[src/pga_pkg.sv]
// shared constants for the automatic acknowledge responder
`default_nettype none
package pga_pkg;
  // register index and bus byte address (index times four)
  localparam logic [7:0] REG_ACK_HDR_IDX  = 8'h03;
  localparam logic [7:0] REG_ACK_STAT_IDX = 8'h04;
  localparam logic [7:0] REG_ACK_HDR_ADDR = 8'h0C;
  localparam logic [7:0] REG_ACK_STAT_ADDR = 8'h10;
  localparam logic [7:0] ACK_HDR_RESET    = 8'h20;
  // field positions in ack_header_config
  localparam int BIT_POWER_ROLE = 7;
  localparam int BIT_SPEC_HI    = 6;
  localparam int BIT_SPEC_LO    = 5;
  localparam int BIT_DATA_ROLE  = 4;
  localparam int BIT_RESERVED   = 3;
  localparam int BIT_AUTO_ACK   = 2;
  // writable mask: reserved bit stays zero
  localparam logic [7:0] ACK_HDR_WMASK = 8'hF7;
  // packet type codes on the link side
  localparam logic [2:0] SOP_PLAIN = 3'h0;
  // message type code of a GoodCRC control message
  localparam logic [4:0] MSG_GOODCRC = 5'h01;
  // answer for an unmapped read
  localparam logic [31:0] UNMAPPED_DATA = 32'h00000000;
endpackage
`default_nettype wire

[src/pga_hdr_build.sv]
// builds the 16-bit GoodCRC message header
`timescale 1ns/1ns
`default_nettype none
module pga_hdr_build (
  input  wire logic [7:0]  cfg,
  input  wire logic [2:0]  sop_type,
  input  wire logic [2:0]  msg_id,
  output logic      [15:0] header
);
  logic is_sop;
  // role bits only carry meaning for plain SOP; cable ends see zero
  always_comb
  begin
    is_sop = (sop_type == pga_pkg::SOP_PLAIN);
    header = 16'h0000;
    header[4:0] = pga_pkg::MSG_GOODCRC;
    // [RL3] data role bit
    header[5] = is_sop & cfg[pga_pkg::BIT_DATA_ROLE];
    // [RL2] copy spec revision
    header[7] = cfg[pga_pkg::BIT_SPEC_HI];
    header[6] = cfg[pga_pkg::BIT_SPEC_LO];
    // [RL1] power role bit
    header[8] = is_sop & cfg[pga_pkg::BIT_POWER_ROLE];
    header[11:9] = msg_id; // echo id of the acknowledged message
  end
endmodule
`default_nettype wire

[src/pga_auto_ack.sv]
// automatic GoodCRC responder with Avalon-MM register slave
// Notes on behaviour
// [RL1] For SOP, the header's port power role bit follows the power role bit.
// [RL2] The two spec revision bits are copied into the header revision field.
// [RL3] For SOP, the header's port data role bit follows the data role bit.
// [RL4] With auto ack on, a good-CRC message starts the transmitter at once; here tx_start comes a cycle later, and not at all while ack_busy is high.
// [RL5] The GoodCRC goes out on the same SOP* type the message came on.
// [RL6] Software never writes the reserved bit between data role and enable.
// [RL7] With auto ack off, no transmit is started and no GoodCRC is sent.
//
// Design decision made here: register access over Avalon-MM.
`timescale 1ns/1ns
`default_nettype none
module pga_auto_ack (
  input  wire logic        mclk,
  input  wire logic        resetn,
  // avalon-mm slave
  input  wire logic [7:0]  avs_address,
  input  wire logic        avs_read,
  input  wire logic        avs_write,
  input  wire logic [31:0] avs_writedata,
  output logic      [31:0] avs_readdata,
  output logic             avs_waitrequest,
  // receiver side
  input  wire logic        rx_msg_done,
  input  wire logic        rx_crc_ok,
  input  wire logic [2:0]  rx_sop_type,
  input  wire logic [2:0]  rx_msg_id,
  // transmitter side
  input  wire logic        tx_done,
  output logic             tx_start,
  output logic      [2:0]  tx_sop_type,
  output logic      [15:0] tx_header,
  output logic             ack_busy
);
  typedef enum logic [1:0] {PGA_IDLE, PGA_START, PGA_WAIT} pga_state_e;

  // bus handshake state
  logic [31:0] rdata_r, rdata_nxt;
  logic        wait_r, wait_nxt;
  // configuration state
  logic [7:0]  cfg_r, cfg_nxt;
  // responder state
  pga_state_e  st_r, st_nxt;
  logic        start_r, start_nxt;
  logic [2:0]  sop_r, sop_nxt;
  logic [15:0] hdr_r, hdr_nxt;
  logic        busy_r, busy_nxt;
  // activity state
  logic [7:0]  sent_r, sent_nxt;
  // decoded strobes
  logic [15:0] hdr_built;
  logic        bus_req;
  logic        bus_go;
  logic        cfg_wr;
  logic        trigger;
  logic        ack_end;

  pga_hdr_build u_hdr (
    .cfg      (cfg_r),
    .sop_type (rx_sop_type),
    .msg_id   (rx_msg_id),
    .header   (hdr_built)
  );

  // address decode, shared by the write path and the read mux
  function automatic logic is_cfg_addr(input logic [7:0] a);
    return (a == pga_pkg::REG_ACK_HDR_ADDR);
  endfunction

  function automatic logic is_stat_addr(input logic [7:0] a);
    return (a == pga_pkg::REG_ACK_STAT_ADDR);
  endfunction

  // read mux; status is read-only and unmapped space reads zero
  function automatic logic [31:0] read_mux(input logic [7:0] a,
                                           input logic [7:0] c,
                                           input logic       busy,
                                           input logic [7:0] cnt);
    logic [31:0] d;
    d = pga_pkg::UNMAPPED_DATA;
    if (is_cfg_addr(a))
      d = {24'h000000, c};
    else if (is_stat_addr(a))
      d = {16'h0000, cnt, 7'h00, busy};
    return d;
  endfunction

  // strobes; bus_go marks the edge at which the master sees waitrequest
  // low; a write held past that edge lands again every second cycle
  always_comb
  begin
    bus_req = avs_read | avs_write;
    bus_go  = bus_req & ~wait_r;
    cfg_wr  = bus_go & avs_write & is_cfg_addr(avs_address);
    // [RL4] good CRC with enable set
    // [RL7] enable clear blocks it
    trigger = rx_msg_done & rx_crc_ok & cfg_r[pga_pkg::BIT_AUTO_ACK];
    ack_end = (st_r == PGA_WAIT) & tx_done;
  end

  // handshake: every access answers on the second cycle
  always_comb
  begin
    wait_nxt  = 1'b1;
    rdata_nxt = rdata_r;
    if (bus_req & wait_r)
    begin
      wait_nxt  = 1'b0;
      rdata_nxt = read_mux(avs_address, cfg_r, busy_r, sent_r);
    end
  end

  // handshake registers; read data holds until the next access
  always_ff @(posedge mclk or negedge resetn)
  begin
    if (!resetn)
    begin
      rdata_r <= 32'h00000000;
      wait_r  <= 1'b1;
    end
    else
    begin
      rdata_r <= rdata_nxt;
      wait_r  <= wait_nxt;
    end
  end

  // configuration: writes land at the edge that ends the wait
  always_comb
  begin
    cfg_nxt = cfg_r;
    // [RL6] reserved bit masked
    if (cfg_wr)
      cfg_nxt = avs_writedata[7:0] & pga_pkg::ACK_HDR_WMASK;
  end

  // configuration register
  always_ff @(posedge mclk or negedge resetn)
  begin
    if (!resetn)
      cfg_r <= pga_pkg::ACK_HDR_RESET;
    else
      cfg_r <= cfg_nxt;
  end

  // responder: a message arriving while busy is not acknowledged, since
  // the header register must hold until the transmitter reports done
  always_comb
  begin
    st_nxt    = st_r;
    start_nxt = 1'b0;
    sop_nxt   = sop_r;
    hdr_nxt   = hdr_r;
    case (st_r)
      PGA_IDLE:
        if (trigger)
        begin
          st_nxt    = PGA_START;
          start_nxt = 1'b1;
          // [RL5] echo packet type
          sop_nxt   = rx_sop_type;
          hdr_nxt   = hdr_built;
        end
      PGA_START:
        st_nxt = PGA_WAIT; // tx_done is not looked at in the start cycle
      PGA_WAIT:
        if (ack_end)
          st_nxt = PGA_IDLE;
      default:
        st_nxt = PGA_IDLE;
    endcase
    // busy follows the next state so the output comes from a flop
    busy_nxt = (st_nxt != PGA_IDLE);
  end

  // responder registers
  always_ff @(posedge mclk or negedge resetn)
  begin
    if (!resetn)
    begin
      st_r    <= PGA_IDLE;
      start_r <= 1'b0;
      sop_r   <= 3'h0;
      hdr_r   <= 16'h0000;
      busy_r  <= 1'b0;
    end
    else
    begin
      st_r    <= st_nxt;
      start_r <= start_nxt;
      sop_r   <= sop_nxt;
      hdr_r   <= hdr_nxt;
      busy_r  <= busy_nxt;
    end
  end

  // activity gauge: counts finished acks and wraps, only a rough measure
  always_comb
  begin
    sent_nxt = sent_r;
    if (ack_end)
      sent_nxt = sent_r + 8'h01;
  end

  // activity register
  always_ff @(posedge mclk or negedge resetn)
  begin
    if (!resetn)
      sent_r <= 8'h00;
    else
      sent_r <= sent_nxt;
  end

  // outputs straight from flops
  assign avs_readdata    = rdata_r;
  assign avs_waitrequest = wait_r;
  assign tx_start        = start_r;
  assign tx_sop_type     = sop_r;
  assign tx_header       = hdr_r;
  assign ack_busy        = busy_r;
endmodule
`default_nettype wire

[config.mk]
export PLATFORM = sky130hd
export DESIGN_NAME = pga_auto_ack
export DESIGN_NICKNAME = d
export VERILOG_FILES = /design/src/pga_pkg.sv /design/src/pga_hdr_build.sv /design/src/pga_auto_ack.sv
export SDC_FILE = /design/constraint.sdc
export NUM_CORES = 1
export LEC_CHECK = 0
export ABC_AREA = 1
export BUFFER_PORTS_ARGS = -buffer_cell sky130_fd_sc_hd__buf_2
export CAP_MARGIN = 20
export CORE_MARGIN = 8
export CORE_UTILIZATION = 48
export DETAILED_ROUTE_END_ITERATION = 10
export PLACE_DENSITY = 0.86
export SLEW_MARGIN = 20
export SYNTH_ARGS = -nofsm -noshare
export SYNTH_HDL_FRONTEND = slang
export SYNTH_HIERARCHICAL = 1
export SYNTH_SLANG_ARGS = --single-unit
[constraint.sdc]
create_clock -name mclk -period 1.4 [get_ports mclk]
set_input_delay 0.35 -clock mclk [delete_from_list [all_inputs] [get_ports mclk]]
set_output_delay 0.35 -clock mclk [all_outputs]
set_load 0.02 [all_outputs]
==> results.yml, run 1 <==
floorplan:
  die_x_um: 88.76
  pin_count: 107
  die_area_um2: 7878
  coreArea_um2: 5107
  start_util_pct: 49.76
  core.rowCount: 26
  die_h_um: 88.76
synth:
  synthFlopType: "dfrtp_1"
  ys_warn_count: 6
  synth_fa_ha_area_share_pct: 0.4924
  yosysSeqAreaShare_pct: 53.27
  postSynthAreaPerCell_um2: 8.332
  synth_compound_area_share_pct: 0.3939
  synth_mux_area_share_pct: 0
  syn_inst: 305
  synthArstFlopShare_pct: 100.0
  synth-xor-area-share_pct: 1.379
  synthSimpleGateAreaFrac_pct: 29.74
  synth_area_um2: 2541
  synth_seq_cells: 54
  synth-edff-count: 0
  synth_top_family_by_area: "simple AND/OR/NAND/NOR gates"
  synth.distinct_cells: 21
critical_path:
  required_ns: 1.05
  path_buf_inv: 1
  arrival_ns: 0.99
  rr_worst_depth: 5
  crit_family: "flip-flops"
  path_class: "register to output port"
  critPathMaxFanout: 3
  worst_setup_path_start_kind: "register"
  cp_slowest_cell: "dfstp_2"
  crit_path_max_incr_delay_ns: 0.55
  path_depth: 1
  end_kind: "output port"
  worstPathCellList: "buf_4"
status:
  status: "finished clean"
routing:
  wl_met2_mm: 2.490
  route.met3.wl_um: 524
  initialDrtViolationCount: 74
  wirelength_mm: 5.455
  via_count: 1963
  drtAntennaViolNets: 0
  dr.pass1.iters: 4
  drc_errors: 0
  m1WireLength_mm: 2.394
  drt-vias-per-instance: 4.431
  wire_per_inst_um: 12.31
  dr.max_layer_used: "met4"
grt:
  grt_pass1_vias: 1938
  grt_start_max_net_pins: 23
  grt_antenna_before_repair: 0
  track_usage_pct: 14.26
  grt_pass1_wl_mm: 8.735
  globalRouteOverflowTotal: 0
final_layout:
  utilization_pct: 58.21
  synthToLayoutAreaGrowth_pct: 16.99
  nNetsFinal: 426
  drive_gt1_share_pct: 23.86
  fin_cells: 443
  diodes: 0
  mostFrequentLayoutCell: "nand2_1"
  layout_common_cells: "nand2_1, buf_2, dfrtp_1"
placed_design:
  placedCellCount: 432
  pre_cts_ws_ns: 0.03628
  io_buffers: 64
  dp_hpwl_mm: 4.147
  gp_congestion: 0.7645
sta:
  finalCritPeriodShare_pct: 95.99
  slew_viol_final: 0
  finalWorstSetupSlack_ns: 0.05619
  hold_slack_ns: 0.2403
  layout_min_cycle_time_ns: 1.344
  max_freq_mhz: 744.2
  report.final.hold_viol_count: 0
  finClkSkew_ns: 0.006409
  setup_viol: 0
clocking:
  clock_sinks: 54
  cts_buffer_depth: 2
  cts_tree: "built"
  cts_inserted_buffers: 5
  cts_root_buffer: "clkbuf_8"
  htreeDepth: 2
  clkLatencyLatePin_ns: 0.30
  path_clk_slew_ns: 0.09
  post-cts-setup-buffers: 0
flow_run:
  drv_cap: 0
worst_hold_path:
  hold_depth: 3
  min-delay-path-class: "input pin to register"
pwr:
  power_density_nw_per_um2: 1032
  p_leak_nw: 1.841
  power.total_mw: 3.069
  max-vdd-ir-drop_mv: 0.6234
[where the power goes]
| part | switching (mW) | internal [mW] |
|---|---|---|
| clock | 0.486 | 0.400 |
| combinational | 0.297 | 0.156 |
| sequential | 0.0762 | 1.65 |
| total | 0.859 | 2.21 |
[state kept, by name, summed over array words and instances (netlist names)]
signal,count
cfg_r,7
tx_sop_type,3
tx_start,1
st_r,2
ack_busy,1
tx_header,16
avs_waitrequest,1
sent_r,8
avs_readdata,15
[stage by stage]
| stage | TNS, ns | instance area [µm²] |
|---|---|---|
| floorplan | 0 | 2628 |
| global placement | 0 | 2844 |
| detailed placement | 0 | 2844 |
| CTS | 0 | 2945 |
| global route | -0.01510 | 2973 |
| finish | 0 | 2973 |
[worst paths after layout]
kind,startpoint,endpoint,slack [ns]
max reg2reg,cfg_r[2],tx_sop_type[0],0.09
max in group asynchronous,resetn,cfg_r[5],0.37
min reg2reg,avs_readdata[5],avs_readdata[5],0.48
min,rx_msg_id[2],tx_header[11],0.24
max,avs_waitrequest,avs_waitrequest,0.06
min in group asynchronous,resetn,avs_readdata[15],0.50
[logic make-up after synthesis]
| kind of cell | after synthesis |
|---|---|
| and+or+nand+nor | 180 |
| buffers and inverters | 61 |
| DFF | 54 |
| xor gates and xnor gates | 4 |
| other | 3 |
| AOI/OAI and AO/OA | 2 |
| adders and majority gates | 1 |
[synth_stat cells (2+ instances only)]
cell     number  area [µm²]
nand2_1     131       491.7
nand3_1      27       135.1
buf_4        32       240.2
buf_2         5       25.02
nand4_1       2       12.51
inv_1        23       86.33
dfstp_2       2       52.55
nor3_4        2       32.53
nor2_1       14       52.55
dfrtp_1      52        1301
conb_1        3       11.26
xnor2_1       2       17.52
xor2_1        2       17.52
[timing repair]
action,in CTS,in global routing
endpoints found under the setup margin,0,12
endpoints found under the hold margin,14,0
gates resized for setup,0,6
hold buffers,1,0
[cell type report]
| type | count | area (µm²) |
|---|---|---|
| fill | 481 | 2135 |
| sequential | 54 | 1354 |
| multi-input combinational | 213 | 913.4 |
| timing repair buffer | 73 | 421.7 |
| inverter | 23 | 90.09 |
| tap | 70 | 87.58 |
| clock buffer | 7 | 86.33 |
| timing repair inverter | 2 | 15.01 |
| clock inverter | 1 | 5.005 |
[metal layers]
metal	track usage, %	vias up
met4	5.069	0
met2	22.37	60
li1	-	1006
met5	0	-
met3	5.200	5
met1	17.50	892
Power figures use the tool's default switching activity.
==> run 2: changes to the inputs <==
--- a/config.mk
+++ b/config.mk
@@ -13,3 +13,5 @@
 export DETAILED_ROUTE_END_ITERATION = 10
+export GPL_TIMING_DRIVEN = 0
 export PLACE_DENSITY = 0.86
+export SKIP_CTS_REPAIR_TIMING = 1
 export SLEW_MARGIN = 20
--- a/constraint.sdc
+++ b/constraint.sdc
@@ -3,2 +3,2 @@
 set_output_delay 0.35 -clock mclk [all_outputs]
-set_load 0.02 [all_outputs]
+set_load 0.1 [all_outputs]
==> run 2 against run 1 <==
Count of clock-buffer cells in the layout fell by 2. Wire length rose by 5.0%. Sequential power barely moved. Clock skew barely moved. Core utilization rose by 6.5 points. The run now ends with setup timing left. Register-to-register slack got worse by 0.05 ns. Via count rose by 7.1%. Hold slack got worse by 0.18 ns. Critical path type unchanged.
==> results.yml, run 2 (synthesized netlist as in run 1, its figures left out) <==
status:
  status: "complete, but fails checks"
  violations: "setup timing"
grt:
  grt_antenna_before_repair: 0
  grt_pass1_wl_mm: 9.052
  grt_pass1_vias: 2023
  globalRouteOverflowTotal: 0
  grt_start_max_net_pins: 55
  track_usage_pct: 14.69
placed_design:
  dp_hpwl_mm: 4.212
  placedCellCount: 459
  gp_congestion: 0.7829
  io_buffers: 61
floorplan:
  die_area_um2: 7878
  die_x_um: 88.76
  start_util_pct: 49.76
  die_h_um: 88.76
  pin_count: 107
  coreArea_um2: 5107
  core.rowCount: 26
pwr:
  max-vdd-ir-drop_mv: 0.7983
  power_frac_clock_pct: 27.3
  swShare_pct: 36.51
  pwr-share-seq_pct: 45.1
  p_leak_nw: 2.005
  p_int_mw: 2.445
  p_sw_mw: 1.406
  combPwrFrac_pct: 27.6
  power_density_nw_per_um2: 1165
clocking:
  cts_buffer_depth: 2
  path_clk_slew_ns: 0.10
  clock_sinks: 54
  cts_inserted_buffers: 5
  htreeDepth: 2
  clkLatencyLatePin_ns: 0.30
  cts_tree: "built"
  cts_root_buffer: "clkbuf_8"
routing:
  wire_per_inst_um: 12.14
  initialDrtViolationCount: 75
  via_count: 2103
  drtAntennaViolNets: 0
  dr.pass1.iters: 4
  drt-vias-per-instance: 4.456
  drc_errors: 0
  wirelength_mm: 5.730
critical_path:
  rr_worst_depth: 6
  worstPathCellList: "buf_8"
  required_ns: 1.05
  critPathMaxFanout: 3
  end_kind: "output port"
  crit_family: "flip-flops"
  arrival_ns: 1.17
  worst_setup_path_start_kind: "register"
  path_depth: 1
  path_class: "register to output port"
  cp_slowest_cell: "dfstp_4"
  path_buf_inv: 1
  crit_path_max_incr_delay_ns: 0.66
final_layout:
  mostFrequentLayoutCell: "nand2_1"
  utilization_pct: 64.72
  drive_gt1_share_pct: 31.09
  fin_cells: 472
  synthToLayoutAreaGrowth_pct: 30.08
  diodes: 0
  nNetsFinal: 455
  layout_common_cells: "nand2_1, dfrtp_1, buf_4"
  largest_register_ffs: 16
sta:
  finalCritPeriodShare_pct: 108.7
  report.final.hold_viol_count: 0
  grt_setup_unrepaired: "true"
  tightest_slew_ns: 0.6691
  hold_slack_ns: 0.06346
  relSlewSlack_pct: 55.39
  finClkSkew_ns: 0.006554
  slew_viol_final: 0
  max_freq_mhz: 656.9
  finalWorstSetupSlack_ns: -0.1222
  setup_viol: 1
  layout_min_cycle_time_ns: 1.522
flow_run:
  drv_cap: 0
worst_hold_path:
  min-delay-path-class: "input pin to async pin"
run 2: cell type report:
| type | count | area (µm²) |
|---|---|---|
| multi-input cells | 213 | 923.4 |
| flip-flops and latches | 54 | 1358 |
| repair buffers | 66 | 449.2 |
| inverters | 23 | 88.84 |
| clock inverters | 3 | 43.79 |
| clock buffers | 5 | 68.82 |
| fillers | 425 | 1802 |
| plain buffers | 38 | 286.5 |
| well taps | 70 | 87.58 |
run 2: power by group through the flow:
| stage | Combinational, mW | Sequential (mW) | Clock (mW) |
|---|---|---|---|
| final | 1.06 | 1.74 | 1.05 |
| after global routing | 1.12 | 1.75 | 1.14 |
| after CTS | 0.991 | 1.73 | 1.08 |
| after detailed placement | 0.990 | 1.76 | 0 |
| after floorplan | 0.430 | 2.14 | 0 |
| after global placement | 0.973 | 1.76 | 0 |
run 2: metal layers:
layer / up-vias / GRT usage (%) / part of all wire [%]
met5: - / 0 / 0
met2: 62 / 24.73 / 50
li1: 1061 / - / -
met3: 5 / 4.828 / 8.9
met1: 975 / 17.50 / 40
met4: 0 / 3.687 / 0.77
run 2: worst paths after layout:
kind,start,to,slack [ns]
hold reg to reg,avs_readdata[10],avs_readdata[10],0.48
min in group mclk,rx_msg_id[0],tx_header[9],0.24
setup reg to reg,avs_waitrequest,avs_readdata[4],0.04
max in group asynchronous,resetn,avs_readdata[6],0.89
setup / recovery,avs_waitrequest,avs_waitrequest,-0.12
hold / removal,resetn,tx_start,0.06
run 2: through the flow:
step / power [mW] / setup TNS [ns] / area (µm²) / setup WS [ns]
after detailed placement: 2.749 / -0.3721 / 3030 / -0.08072
after global placement: 2.729 / -0.1619 / 3028 / -0.02640
after CTS: 3.799 / -2.502 / 3143 / -0.3394
after floorplan: 2.565 / -0.2389 / 2635 / -0.02655
final: 3.851 / -0.1222 / 3306 / -0.1222
after global routing: 4.019 / -0.2391 / 3306 / -0.1520
